[src/rdt_defs.vh]
// constants for the reload down counter timer channel
// assumes inclusion by rdt_timer, the only design file of the channel that uses it
`ifndef RDT_DEFS_VH
`define RDT_DEFS_VH

// ==========================================================
// register byte offsets
`define RDT_OFS_CLOCK_CTRL 12'h000
`define RDT_OFS_MODE 12'h004
`define RDT_OFS_CONTROL 12'h008
`define RDT_OFS_RELOAD 12'h00C
`define RDT_OFS_COUNTER 12'h010
`define RDT_OFS_IRQ_FLAG 12'h014
`define RDT_OFS_IRQ_ENABLE 12'h018

// ==========================================================
// field positions
`define RDT_SRC_LO 1
`define RDT_SRC_HI 0
`define RDT_SRC_MSB 1
`define RDT_SRC_LSB 0
`define RDT_DIV_MSB 7
`define RDT_DIV_LSB 4
`define RDT_DEBUG_RUN_ENABLE_BIT 8
`define RDT_ONESHOT_BIT 0
`define RDT_RUN_BIT 8
`define RDT_PRESET_BIT 1
`define RDT_MODULE_ENABLE_BIT 0
`define RDT_UNDERFLOW_FLAG_BIT 0
`define RDT_UNDERFLOW_IRQ_ENABLE_BIT 0

// ==========================================================
// reset values and codes
`define RDT_RELOAD_RST 16'hFFFF
`define RDT_COUNTER_RST 16'hFFFF
`define RDT_SRC_EVENT 2'h3
`define RDT_COUNT_ZERO 16'h0000

`endif

[src/rdt_timer.v]
// one channel of the 16 bit reload down counter timer, apb slave
// assumes a 20 MHz pclk; source clocks and event pin are async
// levels; debug_mode, sleep_mode and sleep_stop_control are pclk
// domain levels from the clock generator
//
// Notes on behaviour
// - 16 bit down counter loaded from reload
// - repeat mode reloads at each underflow
// - repeat runs from run write 1 to 0
// - one-shot reloads, halts, clears run bit
// - underflow period is reload plus one ticks
// - underflow sets flag, read or write 1 clears
// - irq while flag set and enabled
// - underflow output; clock only in repeat
// - source select bits 1-0, divider 7-4
// - source 3 counts event pin rising edges
// - debug stops count unless debug run set
// - sleep freezes channel when source stops
// - preset loads reload, reads 1 meanwhile
// - run 0 stops; run reads running state
`timescale 1ns/10ps
`include "rdt_defs.vh"

module rdt_timer #(
   parameter EVENT_COUNT = 1,
   parameter DIV_W = 4,
   parameter CNT_W = 16
) (
   input wire pclk,
   input wire presetn,
   input wire psel,
   input wire penable,
   input wire pwrite,
   input wire [11:0] paddr,
   input wire [31:0] pwdata,
   output wire pready,
   output wire pslverr,
   output reg [31:0] prdata,
   input wire internal_oscillator,
   input wire low_speed_crystal,
   input wire high_speed_oscillator,
   input wire external_clock_input,
   input wire event_count_input,
   input wire debug_mode,
   input wire sleep_mode,
   input wire [3:0] sleep_stop_control,
   output wire irq,
   output reg underflow_pulse,
   output reg underflow_clock
);

// ==========================================================
// registers
reg [1:0] clock_source_select;
reg [DIV_W-1:0] clock_divider_select;
reg debug_run_enable;
reg oneshot_select;
reg run_control;
reg preset_busy;
reg module_enable;
reg [CNT_W-1:0] reload_value;
reg [CNT_W-1:0] counter_value;
reg underflow_flag;
reg underflow_irq_enable;

// ==========================================================
// apb decode
wire setup_rd;
wire acc_wr;
wire acc_rd;
wire mapped;
wire wr_clock;
wire wr_mode;
wire wr_control;
wire wr_reload;
wire wr_flag;
wire wr_enable;
wire rd_flag;
wire enable_now;

// every access completes without wait states
assign pready = 1'b1;
assign mapped = (paddr == `RDT_OFS_CLOCK_CTRL) |
   (paddr == `RDT_OFS_MODE) | (paddr == `RDT_OFS_CONTROL) |
   (paddr == `RDT_OFS_RELOAD) | (paddr == `RDT_OFS_COUNTER) |
   (paddr == `RDT_OFS_IRQ_FLAG) | (paddr == `RDT_OFS_IRQ_ENABLE);
assign pslverr = psel & penable & ~mapped;
assign setup_rd = psel & ~penable & ~pwrite;
assign acc_wr = psel & penable & pwrite;
assign acc_rd = psel & penable & ~pwrite;
assign wr_clock = acc_wr & (paddr == `RDT_OFS_CLOCK_CTRL);
assign wr_mode = acc_wr & (paddr == `RDT_OFS_MODE);
assign wr_control = acc_wr & (paddr == `RDT_OFS_CONTROL);
assign wr_reload = acc_wr & (paddr == `RDT_OFS_RELOAD);
assign wr_flag = acc_wr & (paddr == `RDT_OFS_IRQ_FLAG);
assign wr_enable = acc_wr & (paddr == `RDT_OFS_IRQ_ENABLE);
assign rd_flag = acc_rd & (paddr == `RDT_OFS_IRQ_FLAG);
// enable already set or written in the same access
assign enable_now = module_enable |
   (wr_control & pwdata[`RDT_MODULE_ENABLE_BIT]);

// ==========================================================
// source clocks and event pin
wire [3:0] src_rise;
wire event_rise;
wire [3:0] src_raw;
wire src_tick;
wire is_event;
wire stalled;
wire count_tick;

// source index 0 to 3 in select order
assign src_raw = {external_clock_input, high_speed_oscillator,
   low_speed_crystal, internal_oscillator};

genvar gi;
generate
   for (gi = 0; gi < 4; gi = gi + 1) begin : g_src
      rdt_sync u_sync (
         .pclk(pclk),
         .presetn(presetn),
         .async_in(src_raw[gi]),
         .level(),
         .rise(src_rise[gi])
      );
   end
endgenerate

rdt_sync u_event_sync (
   .pclk(pclk),
   .presetn(presetn),
   .async_in(event_count_input),
   .level(),
   .rise(event_rise)
);

// source 3 is the event pin on event counting channels
assign is_event = (EVENT_COUNT != 0) &
   (clock_source_select == `RDT_SRC_EVENT);
assign src_tick = is_event ? event_rise :
   src_rise[clock_source_select];
// debug and sleep freeze the channel with state intact
assign stalled = (debug_mode & ~debug_run_enable) |
   (sleep_mode & sleep_stop_control[clock_source_select]);

rdt_clk_div #(
   .DIV_W(DIV_W),
   .CNT_W(15)
) u_div (
   .pclk(pclk),
   .presetn(presetn),
   .enable(module_enable & ~stalled),
   .bypass(is_event),
   .src_tick(src_tick),
   .div_select(clock_divider_select),
   .tick(count_tick)
);

// ==========================================================
// counter
wire underflow;

// counter passes zero: period is reload plus one ticks
assign underflow = count_tick & run_control &
   (counter_value == `RDT_COUNT_ZERO);

// preset load wins over an underflow reload
always @(posedge pclk or negedge presetn) begin
   if (!presetn) begin
      counter_value <= `RDT_COUNTER_RST;
      preset_busy <= 1'b0;
      run_control <= 1'b0;
   end else begin
      if (preset_busy) begin
         counter_value <= reload_value;
      end else if (underflow) begin
         counter_value <= reload_value;
      end else if (count_tick & run_control) begin
         counter_value <= counter_value - 1'b1;
      end
      if (preset_busy) begin
         preset_busy <= 1'b0;
      end else if (wr_control & pwdata[`RDT_PRESET_BIT] & enable_now) begin
         preset_busy <= 1'b1;
      end
      if (wr_control) begin
         run_control <= pwdata[`RDT_RUN_BIT] & enable_now;
      end else if (underflow & oneshot_select) begin
         run_control <= 1'b0;
      end
   end
end

// ==========================================================
// configuration registers
always @(posedge pclk or negedge presetn) begin
   if (!presetn) begin
      clock_source_select <= 2'h0;
      clock_divider_select <= {DIV_W{1'b0}};
      debug_run_enable <= 1'b0;
      oneshot_select <= 1'b0;
      module_enable <= 1'b0;
      reload_value <= `RDT_RELOAD_RST;
      underflow_irq_enable <= 1'b0;
   end else begin
      if (wr_clock) begin
         clock_source_select <= pwdata[`RDT_SRC_MSB:`RDT_SRC_LSB];
         clock_divider_select <= pwdata[`RDT_DIV_MSB:`RDT_DIV_LSB];
         debug_run_enable <= pwdata[`RDT_DEBUG_RUN_ENABLE_BIT];
      end
      if (wr_mode) begin
         oneshot_select <= pwdata[`RDT_ONESHOT_BIT];
      end
      if (wr_control) begin
         module_enable <= pwdata[`RDT_MODULE_ENABLE_BIT];
      end
      if (wr_reload) begin
         reload_value <= pwdata[CNT_W-1:0];
      end
      if (wr_enable) begin
         underflow_irq_enable <= pwdata[`RDT_UNDERFLOW_IRQ_ENABLE_BIT];
      end
   end
end

// ==========================================================
// flag, interrupt and underflow outputs
assign irq = underflow_flag & underflow_irq_enable;

always @(posedge pclk or negedge presetn) begin
   if (!presetn) begin
      underflow_flag <= 1'b0;
      underflow_pulse <= 1'b0;
      underflow_clock <= 1'b0;
   end else begin
      // set wins over a clear in the same cycle
      if (underflow) begin
         underflow_flag <= 1'b1;
      end else if (rd_flag |
         (wr_flag & pwdata[`RDT_UNDERFLOW_FLAG_BIT])) begin
         underflow_flag <= 1'b0;
      end
      underflow_pulse <= underflow;
      if (underflow & ~oneshot_select) begin
         underflow_clock <= ~underflow_clock;
      end
   end
end

// ==========================================================
// read data captured in the setup cycle
reg [31:0] next_prdata;

always @* begin
   next_prdata = 32'h00000000;
   case (paddr)
      `RDT_OFS_CLOCK_CTRL: begin
         next_prdata[`RDT_SRC_MSB:`RDT_SRC_LSB] = clock_source_select;
         next_prdata[`RDT_DIV_MSB:`RDT_DIV_LSB] = clock_divider_select;
         next_prdata[`RDT_DEBUG_RUN_ENABLE_BIT] = debug_run_enable;
      end
      `RDT_OFS_MODE: begin
         next_prdata[`RDT_ONESHOT_BIT] = oneshot_select;
      end
      `RDT_OFS_CONTROL: begin
         next_prdata[`RDT_RUN_BIT] = run_control;
         next_prdata[`RDT_PRESET_BIT] = preset_busy;
         next_prdata[`RDT_MODULE_ENABLE_BIT] = module_enable;
      end
      `RDT_OFS_RELOAD: begin
         next_prdata[CNT_W-1:0] = reload_value;
      end
      `RDT_OFS_COUNTER: begin
         next_prdata[CNT_W-1:0] = counter_value;
      end
      `RDT_OFS_IRQ_FLAG: begin
         next_prdata[`RDT_UNDERFLOW_FLAG_BIT] = underflow_flag;
      end
      `RDT_OFS_IRQ_ENABLE: begin
         next_prdata[`RDT_UNDERFLOW_IRQ_ENABLE_BIT] = underflow_irq_enable;
      end
      default: begin
         next_prdata = 32'h00000000;
      end
   endcase
end

// prdata holds until the next read setup
always @(posedge pclk or negedge presetn) begin
   if (!presetn) begin
      prdata <= 32'h00000000;
   end else if (setup_rd) begin
      prdata <= next_prdata;
   end
end

endmodule // rdt_timer

[src/rdt_sync.v]
// three stage synchroniser with edge pulse for one outside level
// assumes an asynchronous level input and the pclk domain
`timescale 1ns/10ps

module rdt_sync (
   input wire pclk,
   input wire presetn,
   input wire async_in,
   output reg level,
   output reg rise
);

reg stage1;
reg stage2;
reg stage3;

// ==========================================================
// a change counts once stage 2 and stage 3 agree
always @(posedge pclk or negedge presetn) begin
   if (!presetn) begin
      stage1 <= 1'b0;
      stage2 <= 1'b0;
      stage3 <= 1'b0;
      level <= 1'b0;
      rise <= 1'b0;
   end else begin
      stage1 <= async_in;
      stage2 <= stage1;
      stage3 <= stage2;
      rise <= 1'b0;
      if (stage2 == stage3) begin
         level <= stage3;
         rise <= stage3 & ~level;
      end
   end
end

endmodule // rdt_sync

[src/rdt_clk_div.v]
// power of two divider of source edges into counter ticks
// assumes src_tick is a one cycle pulse in the pclk domain
`timescale 1ns/10ps

module rdt_clk_div #(
   parameter DIV_W = 4,
   parameter CNT_W = 15
) (
   input wire pclk,
   input wire presetn,
   input wire enable,
   input wire bypass,
   input wire src_tick,
   input wire [DIV_W-1:0] div_select,
   output wire tick
);

reg [CNT_W-1:0] prescale;
wire [CNT_W:0] ones_mask;

// ==========================================================
// ratio is one over two to the power of div_select
assign ones_mask = ({{CNT_W{1'b0}}, 1'b1} << div_select) - 1'b1;
assign tick = enable & src_tick &
   (bypass | ((prescale & ones_mask[CNT_W-1:0]) == ones_mask[CNT_W-1:0]));

always @(posedge pclk or negedge presetn) begin
   if (!presetn) begin
      prescale <= {CNT_W{1'b0}};
   end else if (enable & src_tick) begin
      prescale <= prescale + 1'b1;
   end
end

endmodule // rdt_clk_div

[config.mk]
export PLATFORM = sky130hd
export DESIGN_NAME = rdt_timer
export DESIGN_NICKNAME = d
export VERILOG_FILES = /design/src/rdt_timer.v /design/src/rdt_sync.v /design/src/rdt_clk_div.v
export VERILOG_INCLUDE_DIRS = /design/src /design/src/src
export SDC_FILE = /design/constraint.sdc
export NUM_CORES = 1
export LEC_CHECK = 0
export ABC_AREA = 1
export ABC_CLOCK_PERIOD_IN_PS = 4300
export BUFFER_PORTS_ARGS = -buffer_cell sky130_fd_sc_hd__buf_2
export CORE_UTILIZATION = 61
export CTS_CLUSTER_DIAMETER = 200
export DETAILED_ROUTE_END_ITERATION = 10
export MAX_ROUTING_LAYER = met4
export PLACE_DENSITY = 0.86
export SYNTH_ARGS = -nofsm -noshare
export SYNTH_HDL_FRONTEND = slang
export SYNTH_HIERARCHICAL = 1
export SYNTH_SLANG_ARGS = --single-unit
[constraint.sdc]
create_clock -name pclk -period 4.3 [get_ports pclk]
set_clock_uncertainty 0.15 [all_clocks]
set_input_delay 0.215 -clock pclk [delete_from_list [all_inputs] [get_ports pclk]]
set_output_delay 0.215 -clock pclk [all_outputs]
set_load 0.05 [all_outputs]
==> results of run 1 <==
-- worst max path at each step --
stage                                                   start                            end  slack (ns)  cells after the start
after detailed placement  clock_divider_select[3]$_DFFE_PN0P_  counter_value[13]$_DFFE_PN1P_        0.82                     18
final                     clock_divider_select[3]$_DFFE_PN0P_   counter_value[1]$_DFFE_PN1P_        0.71                     18
after floorplan           clock_divider_select[1]$_DFFE_PN0P_   counter_value[2]$_DFFE_PN1P_        1.55                     20
after global placement    clock_divider_select[1]$_DFFE_PN0P_   counter_value[1]$_DFFE_PN1P_        0.92                     18
after CTS                 clock_divider_select[3]$_DFFE_PN0P_   counter_value[1]$_DFFE_PN1P_        0.78                     18
after global routing      clock_divider_select[3]$_DFFE_PN0P_  counter_value[13]$_DFFE_PN1P_        0.22                     18
-- kinds of logic (layout without fill, tap and decap cells) --
kind of cell	after synthesis	after routing	synth area share
fa+ha+maj	4	4	0.00883
simple gates	374	374	0.319
xor+xnor	20	20	0.0309
other cells	2	17	0.00132
buf+inv	113	182	0.101
compound gates	90	90	0.0993
flops	98	98	0.440
-- worst min-delay path, cell delays in order --
cell     delay [ns]
buf_2          0.09
inv_1          0.07
nor2_1         0.09
o31ai_1        0.09
nand2_1        0.06
-- stage by stage --
stage	util	setup slack [ns]	hold WS (ns)	area, um2
after global routing	0.715	0.217	0.141	6330
after CTS	0.715	0.776	0.112	6330
after floorplan	-	1.55	-0.231	5730
after global placement	0.669	0.917	0.170	5920
final	0.715	0.708	0.119	6330
after detailed placement	0.669	0.819	0.172	5920
-- registers in the layout (all words and copies together), names as in the netlist, 2 cells and up --
| register | cells |
|---|---|
| g_src.u_sync/level | 3 |
| g_src.u_sync/stage2 | 3 |
| counter_value | 16 |
| u_div/prescale | 15 |
| g_src.u_sync/rise | 3 |
| clock_divider_select | 4 |
| prdata | 16 |
| clock_source_select | 2 |
| g_src.u_sync/stage3 | 3 |
| reload_value | 16 |
| g_src.u_sync/stage1 | 3 |
-- Yosys cell counts (2+ instances only) --
cell	count	area, um2
o21ai_1	18	90.1
inv_1	71	267
nor2_2	25	156
a21oi_1	20	100
o211ai_1	3	22.5
nand3b_1	3	22.5
conb_1	2	7.51
dfstp_2	32	841
nand3_1	54	270
buf_2	4	20.0
buf_4	17	128
o21ai_0	20	100
nand2_1	170	638
xnor2_1	7	61.3
nor2_1	81	304
inv_2	8	30.0
clkbuf_1	2	7.51
a21oi_2	16	140
o21ai_2	9	78.8
nand2_4	4	45.0
buf_8	2	30.0
ha_1	4	50.1
xor2_1	13	114
nor2_4	14	158
nand4_1	6	37.5
dfrtp_1	66	1650
nor3_1	2	10.0
clkinv_1	2	7.51
nand2_2	6	37.5
buf_6	5	56.3
-- area by class of cell --
| class | instances | share of cell area |
|---|---|---|
| multi-input combinational | 505 | 0.420 |
| inverter | 82 | 0.0494 |
| timing repair buffer | 84 | 0.0838 |
| sequential | 98 | 0.394 |
| clock inverter | 5 | 0.00712 |
| tap | 108 | 0.0214 |
| clock buffer | 11 | 0.0239 |
-- layer usage --
metal / track usage / vias up / wire, um
met1: 0.361 / 2294 / 5430
met2: 0.497 / 154 / 6520
met5: - / - / 0
met4: 0.123 / 0 / 393
met3: 0.0482 / 40 / 641
li1: - / 2334 / -
-- power breakdown --
part,switching [mW],internal [mW],total (mW)
Clock,0.337,0.250,0.587
Combinational,0.183,0.0824,0.265
Sequential,0.0430,0.970,1.01
-- cells in the final DEF, fill, tap and decap left out, types with 4 or more instances in the layout --
cell and n:
a21oi_1 20, a21oi_2 16, buf_2 61, clkbuf_8 11, conb_1 17, dfrtp_1 66, dfstp_2 32, dlygate4sd3_1 21
ha_1 4, inv_1 71, inv_2 8, nand2_1 170, nand2_2 6, nand2_4 4, nand3_1 54, nand4_1 6
nor2_1 81, nor2_2 25, nor2_4 14, o21ai_0 20, o21ai_1 18, o21ai_2 9, xnor2_1 7, xor2_1 13
==> metrics, run 1 <==
crit-path cells inv_1 > nand2_1 > nor2_1 > inv_1 > ha_1 > inv_1 > a21oi_1 > o211ai_1 > nand2_1 > nand3_1 > nand3_1 > a21oi_1 > nand2_1 > inv_2 > nor2_4 > clkinv_1 > nand3_1 > o21ai_1; CTS buffer count 9; Synth cell types 45; initial core utilization 0.641; clock tree buffer depth 2; Post-CTS Setup Inserts 0; WHS Endpoint underflow_flag$_DFFE_PN0P_; worst stage delay on the critical path 0.56 ns; I/O Buffers 62; Yosys warnings 6; Mapped Area between 0.005 and 0.006 mm2; worst reg2reg startpoint clock_divider_select[3]$_DFFE_PN0P_; Detailed Place HPWL just over 9000 um; CTS root buf clkbuf_8; share of layout cells above drive strength 1 0.259; Post-synth EDFFs 0; status completed; sequential share of the synthesized area 0.440; Post-Place Cells ~860; # setup viols final 0; row count 34; kind of end point of the critical path flop; GRT Util Overall 0.298; crit-path max FO 18; Hold WC Path Type in -> reg; Buffers & Inverters on Critical Path 5; min Tclk post-route around 3.6 ns; total number of H-tree levels 3; vias in the first global route between 4000 and 5000; ant diodes 0; Crit-path slowest cell dfrtp_1; Die Area 0.00969 mm2; total power between 1.5 and 2 mW; Top FF cell, synth dfrtp_1; kind of cell adding the most delay to the critical path simple AND/OR/NAND/NOR gates; die height about 100 um; Final #Nets 844; post-CTS resize count 0; Worst slew margin 0.511; CTS tree done; CTS Sinks between 90 and 100; Multi-input gate area ~0.0027 mm2; total iterations of the first detailed-routing run 7; via count roughly 4800; leakage between 3 and 4 nW; Syn Inst Count approximately 700; Max-Cap Viols 0; fmax between 0.2 and 0.3 GHz; Routed WL around 13000 um; setup_tns 0 ns; DRT antenna net count 0; FF+latch area 0.00249 mm2; Seq cells post-synth between 90 and 100; Layout fillers 683; Final Max Slew Viols 0; Area growth syn-to-layout 11.6%; asr flop ratio synth 1.00; CTS clk-pin slew, worst paths 0.09 ns; initial antenna violation count 0; hold_sp pwrite; Tcrit/Tclk final 0.835; vias per cell between 5 and 6; DR WL/cell about 15 um; hold buffers post-CTS 21; DRC 0; hold path cells 5; die span in x slightly below 100 um; global-route wire length before repair between 20000 and 25000 um; pwr/cell area about 300 mW/mm2; Worst R2R Path Depth 18; gpl congestion about 0.98; reg2reg end counter_value[1]$_DFFE_PN1P_; Hold Vio Cnt, Final 0; WP data required about 4.4 ns; largest net degree at the start of global routing 63; initial DRC count ~300; worst reg-to-reg setup slack a little over 0.7 ns; Avg Inst Size Synth between 8 and 9 um2; Core ar. a little under 0.009 mm2; later-pin clock latency in the skew report about 0.37 ns; GR Overflow Total 0; Worst VDD drop around 0.15 mV; CP Launch Type flop; unrepaired setup endpoints after global routing false; Setup CP Type reg -> reg; non-filler cells, final roughly 900; Top Ports between 90 and 100; crit path DAT ~3.7 ns; worst-margin pin slew ~0.73 ns
(Power assumes the default switching activity.)
==> run 2, diff against run 1 <==
- ABC_CLOCK_PERIOD_IN_PS: 4300 -> 3280
- CORE_UTILIZATION: 61 -> 51
- PLACE_DENSITY: 0.86 -> 0.76
- clock period: 4.3 -> 3.28 ns (I/O delays scaled with it)
==> run 2 against run 1 <==
- power rose by 38%
- cell count increased by 4.8%
- final area up 2.9%
- highest routed layer unchanged
- non-clock buffer count up 11
- fmax grew 16%
- sequential power increased by 32%
- routed wire length is 1.8% higher
- critical endpoint is now run_control$_DFFE_PN0P_
- combinational power increased by 32%
- first-iteration DRC count is 24% higher
- clock-buffer cell count decreased by 2
- core utilization shrank 11 points
- global-route usage down 4.4 points
==> metrics, run 2 (synthesized netlist as in run 1, its figures left out) <==
share of layout cells above drive strength 1 0.271 (+0.0128); row count 38 (+12%); Detailed Place HPWL 9720 um (+4.6%); crit path DAT 3.20 ns (-0.54 ns); total number of H-tree levels 3 (unchanged); crit-path cells inv_1 > nand2_1 > nor2_2 > inv_1 > ha_1 > or2_2 > nand3_1 > nor2_1 > nand3_1 > nor2_1 > nand3_1 > a21oi_1 > nand2_1 > inv_2 > nand2_1 > nor2_2 > nand3_4 > buf_4 > inv_1 > nand2_1 > nand3b_1 > nand2_1; I/O Buffers 62 (unchanged); Switching Share 0.293 (-0.00860); largest registers counter_value (16), prdata (16), reload_value (16); cell-internal power 1.82 mW (+40%); Tcrit/Tclk final 0.940 (+0.105); most common cell after layout, fill and taps aside nand2_1; gpl congestion 0.961 (-2.3%); Final Max Slew Viols 0 (unchanged); ant diodes 0 (unchanged); die span in x 107 um (+9.2%); Die Area 0.0115 mm2 (+19%); Worst slew margin 0.473 (-0.0381); initial DRC count 365 (+24%); kind of cell adding the most delay to the critical path simple AND/OR/NAND/NOR gates; clock tree buffer depth 2 (unchanged); CTS buffer count 9 (unchanged); later-pin clock latency in the skew report 0.38 ns (about the same); DR WL/cell 14.1 um (-2.8%); fmax 0.324 GHz (+16%); vias per cell 5.19 (-3.9%); initial core utilization 0.523 (-0.118); min Tclk post-route 3.08 ns (-0.508 ns); CTS tree done; crit-path max FO 8 (-10); Post-CTS Setup Inserts 0 (unchanged); worst stage delay on the critical path 0.47 ns (-0.09 ns); total iterations of the first detailed-routing run 5 (-2); Clock power frac 0.349 (+0.034); # setup viols final 0 (unchanged); switching power 0.757 mW (+34%); CTS Sinks 98 (unchanged); Area growth syn-to-layout 14.9%; global-route wire length before repair 22300 um (+1.4%); pwr/cell area 396 mW/mm2 (+34%); CP dominant cell by count nand2_1; vias in the first global route 4851 (+1.6%); post-place setup slack 0.251 ns (-0.568 ns); worst-margin pin slew 0.790 ns (+0.0580 ns); kind of end point of the critical path flop; leakage 3.34 nW (+2.3%); CTS root buf clkbuf_8; Setup WS post-layout 0.196 ns (-0.512 ns); CP Launch Type flop; sequential power share 0.515 (-0.028); Buffers & Inverters on Critical Path 5 (unchanged); Post-Place Cells 899 (+5.0%); most frequent cells in the layout nand2_1 (170), nor2_1 (80), inv_1 (71); largest net degree at the start of global routing 63 (unchanged); DRC 0 (unchanged); Layout fillers 971 (+42%); Core ar. 0.0108 mm2 (+23%); Comb pwr share 0.136 (-0.006); non-filler cells, final 936 (+4.8%); die height 107 um (+9.2%); Top Ports 97 (unchanged); Setup CP Type reg -> reg; WP data required 3.40 ns (-1.04 ns); via count 4855 (+0.68%); CTS clk-pin slew, worst paths 0.10 ns (about the same); Hold WC Path Type in -> reg; Hold Vio Cnt, Final 0 (unchanged); initial antenna violation count 0 (unchanged); GRT Util Overall 0.254 (-0.0439); GR Overflow Total 0 (unchanged); DRT antenna net count 0 (unchanged); Worst VDD drop 0.216 mV (+44%); Final #Nets 855 (+1.3%); Max-Cap Viols 0 (unchanged); Routed WL 13200 um (+1.8%); Crit-path slowest cell dfrtp_2; status completed
-- run 2: cell count changes in the layout (fill, tap and decap cells not counted) --
cell,delta
bufinv_16,+2
nor2_1,-1
buf_4,+9
dfrtp_1,-1
buf_12,+2
clkinvlp_4,-1
clkbuf_8,-2
nor2_2,+1
inv_6,+1
dfrtp_2,+1
-- run 2: path summary, 6_finish.rpt --
kind                                                startpoint                               end  slack (ns)  cells after the start
setup reg to reg           clock_divider_select[3]$_DFFE_PN0P_           run_control$_DFFE_PN0P_        0.20                     22
max in group asynchronous                              presetn  g_src[2].u_sync/stage3$_DFF_PN0_        1.96                      3
hold reg to reg               g_src[0].u_sync/stage1$_DFF_PN0_  g_src[0].u_sync/stage2$_DFF_PN0_        0.21                      0
hold / removal                                          pwrite        underflow_flag$_DFFE_PN0P_        0.03                      5
min in group asynchronous                              presetn     u_div/prescale[3]$_DFFE_PN0P_        0.24                      2
setup / recovery           clock_divider_select[3]$_DFFE_PN0P_           run_control$_DFFE_PN0P_        0.20                     22
-- run 2: metal layers --
layer / up-vias / GRT usage / routed length [um]
met1: 2345 / 0.316 / 5700
met4: 0 / 0.0851 / 223
met2: 132 / 0.419 / 6640
li1: 2355 / - / -
met3: 23 / 0.0442 / 659
met5: - / - / 0
-- run 2: through the flow --
step           utilization  TNS (ns)  hold slack (ns)  cell area [um2]  total power [mW]
6_report             0.601         0           0.0313             6510              2.58
5_1_grt              0.601   -0.0283           0.0705             6510              2.69
4_1_cts              0.600         0           0.0319             6510              2.60
3_5_place_dp         0.560         0            0.124             6070              1.68
3_3_place_gp         0.560         0            0.122             6070              1.67
2_1_floorplan            -         0           -0.282             5730              1.58
-- run 2: power groups by stage --
stage	combinational (mW)	sequential, mW	clock [mW]
final	0.350	1.33	0.902
after global routing	0.383	1.34	0.968
after CTS	0.352	1.33	0.915
after detailed placement	0.332	1.35	0
after global placement	0.321	1.34	0
after floorplan	0.179	1.40	0
-- run 2: timing repair --
| action | CTS | global route |
|---|---|---|
| gates resized for setup | 0 | 2 |
| setup endpoints to repair | 0 | 1 |
| hold buffers | 21 | 0 |
| hold endpoints to repair | 58 | 0 |
-- run 2: area by class of cell --
cell class                 instances  area [um2]  area share
clock buffer                       9         124      0.0190
multi-input combinational        505        2660       0.409
clock inverter                     7         106      0.0163
timing repair buffer              95         638      0.0980
inverter                          82         313      0.0480
tap                              140         175      0.0269
sequential                        98        2490       0.383
-- run 2: worst min-delay path: stages --
cell and delay (ns):
buf_2 0.09, inv_1 0.07, nor2_1 0.09, o31ai_1 0.08
nand2_1 0.05
==> run 3, diff against run 2 <==
- BUFFER_PORTS_ARGS: -buffer_cell sky130_fd_sc_hd__buf_2 -> unset
- CORE_UTILIZATION: 51 -> 58
- DONT_BUFFER_PORTS: unset -> 1
==> run 3 against run 2 <==
- first-iteration DRC count down 20%
- die area down 12%
- register-to-register slack better by 0.13 ns
- global-route usage up 1.8 points
- clock-buffer cell count unchanged
- power down 6.0%
- combinational power down 29%
- sequential share of layout area up 1.7 points
- hold slack worse by 0.026 ns
- critical path type unchanged
- critical path depth unchanged
- largest power group unchanged
- final area down 4.3%
- sequential cell count unchanged
==> metrics, run 3 (synthesized netlist as in run 1, its figures left out) <==
initial DRC count 292 (-20%); worst-margin pin slew 0.872 ns (+0.0819 ns); vias per cell 5.26 (+1.4%); vias in the first global route 4498 (-7.3%); routed wl met2 5950 um (-10%); setup_tns 0 ns (unchanged); Top Ports 97 (unchanged); worst stage delay on the critical path 0.46 ns (about the same); die span in x 101 um (-6.1%); Switching Share 0.316 (+0.0228); ant diodes 0 (unchanged); Comb pwr share 0.102 (-0.034); I/O Buffers 0 (-100%); Layout fillers 809 (-17%); crit path DAT 3.08 ns (-0.12 ns); total number of H-tree levels 3 (unchanged); FF+latch area 0.00249 mm2 (unchanged); fmax 0.339 GHz (+4.5%); kind of cell adding the most delay to the critical path simple AND/OR/NAND/NOR gates; die height 101 um (-6.1%); Worst VDD drop 0.280 mV (+30%); Multi-input gate area 0.00267 mm2 (+0.33%); cell-internal power 1.66 mW (-9.0%); switching power 0.766 mW (+1.3%); reg2reg end run_control$_DFFE_PN0P_; largest registers counter_value (16), prdata (16), reload_value (16); later-pin clock latency in the skew report 0.38 ns (about the same); CTS root buf clkbuf_8; largest net degree at the start of global routing 99 (+57%); initial core utilization 0.605 (+0.0820); hold path cells 4 (-1); unrepaired setup endpoints after global routing false; most frequent cells in the layout nand2_1 (170), nor2_1 (80), inv_1 (71); top layer used by detailed routing met4; status completed; total iterations of the first detailed-routing run 5 (unchanged); via count 4575 (-5.8%); DRC 0 (unchanged); Final #Nets 800 (-6.4%); Worst slew margin 0.416 (-0.0578); DRT antenna net count 0 (unchanged); hold_sp penable; CP dominant cell by count nand2_1; Area growth syn-to-layout 9.95%; leakage 3.10 nW (-7.2%); Setup WS post-layout 0.330 ns (+0.133 ns); CP Launch Type flop; WHS Endpoint prdata[1]$_DFFE_PN0P_; CTS clk-pin slew, worst paths 0.11 ns (about the same); Tcrit/Tclk final 0.900 (-0.0407); Final Max Slew Viols 0 (unchanged); wire length on met1 5670 um (-0.47%); most common cell after layout, fill and taps aside nand2_1; global-route wire length before repair 20800 um (-6.5%); DR WL met3 591 um (-10%); post-place setup slack 0.274 ns (+0.0234 ns); min Tclk post-route 2.95 ns (-0.133 ns); CTS tree done; worst reg2reg startpoint clock_divider_select[3]$_DFFE_PN0P_; row count 35 (-7.9%); Clock power frac 0.322 (-0.027); kind of end point of the critical path flop; DR WL/cell 14.3 um (+1.5%); CP Depth 22 (unchanged); GRT Util Overall 0.272 (+0.0185); crit-path max FO 8 (unchanged); Core ar. 0.00937 mm2 (-14%); pwr/cell area 389 mW/mm2 (-1.8%); # setup viols final 0 (unchanged); Die Area 0.0102 mm2 (-12%); Hold Vio Cnt, Final 0 (unchanged); gpl congestion 0.902 (-6.1%); Worst R2R Path Depth 22 (unchanged); Routed WL 12500 um (-5.7%); WP data required 3.41 ns (about the same); clock tree buffer depth 2 (unchanged); Buffers & Inverters on Critical Path 5 (unchanged); worst reg-to-reg setup slack 0.33 ns (+0.13 ns); share of layout cells above drive strength 1 0.215 (-0.0568); GR Overflow Total 0 (unchanged); Hold WC Path Type in -> reg; sequential power share 0.576 (+0.061); initial antenna violation count 0 (unchanged); Max-Cap Viols 0 (unchanged); CTS buffer count 9 (unchanged); Detailed Place HPWL 9020 um (-7.3%); Setup CP Type reg -> reg; CTS Sinks 98 (unchanged); total power 2.43 mW (-6.0%); crit-path cells inv_1 > nand2_1 > nor2_2 > inv_1 > ha_1 > or2_2 > nand3_1 > nor2_1 > nand3_1 > nor2_1 > nand3_1 > a21oi_2 > nand2_1 > inv_2 > nand2_1 > nor2_2 > nand3_4 > buf_4 > inv_1 > nand2_1 > nand3b_1 > nand2_1; Crit-path slowest cell dfrtp_2
run 3: timing repair:
action | 4_1_cts | 5_1_grt
endpoints found under the hold margin | 138 | 0
hold buffers | 26 | 0
endpoints found under the setup margin | 0 | 12
setup buffers | 0 | 2
gates resized for setup | 0 | 3
run 3: per-stage QoR:
step | cell area, um2 | utilization | hold WS (ns) | instances
2_1_floorplan | 5730 | - | -0.282 | 716
3_5_place_dp | 5730 | 0.612 | -0.279 | 826
3_3_place_gp | 5730 | 0.612 | -0.278 | 826
5_1_grt | 6230 | 0.665 | 0.0385 | 870
4_1_cts | 6210 | 0.663 | 0.00549 | 868
6_report | 6230 | 0.665 | 0.00564 | 870
run 3: worst min-delay path, stage by stage:
cell,delay [ns]
nor2_1,0.02
nand2_1,0.18
nand2_1,0.08
nand2_1,0.06
run 3: per-layer routing:
layer / GRT usage / up-vias
met5: - / -
met3: 0.0388 / 25
li1: - / 2246
met1: 0.346 / 2166
met4: 0.104 / 0
met2: 0.443 / 138
run 3: how the worst max path moves through the flow:
stage / startpoint / endpoint / slack, ns
after CTS: clock_divider_select[3]$_DFFE_PN0P_ / underflow_clock$_DFFE_PN0P_ / 0.25
after global routing: clock_divider_select[3]$_DFFE_PN0P_ / run_control$_DFFE_PN0P_ / 0.01
after global placement: clock_divider_select[3]$_DFFE_PN0P_ / run_control$_DFFE_PN0P_ / 0.32
after detailed placement: clock_divider_select[3]$_DFFE_PN0P_ / run_control$_DFFE_PN0P_ / 0.27
after floorplan: clock_divider_select[1]$_DFFE_PN0P_ / counter_value[2]$_DFFE_PN1P_ / 0.53
final: clock_divider_select[3]$_DFFE_PN0P_ / run_control$_DFFE_PN0P_ / 0.33
run 3: cell type report:
cell class,instances,area share
tap,129,0.0259
clock buffer,9,0.0199
inverter,82,0.0502
multi-input combinational,505,0.428
clock inverter,7,0.0122
sequential,98,0.400
timing repair buffer,40,0.0634
run 3: power groups by stage:
stage	Sequential [mW]	Combinational [mW]	Clock, mW
after floorplan	1.40	0.179	0
after global placement	1.41	0.179	0
after detailed placement	1.42	0.186	0
after CTS	1.40	0.246	0.797
after global routing	1.40	0.275	0.846
final	1.40	0.247	0.782
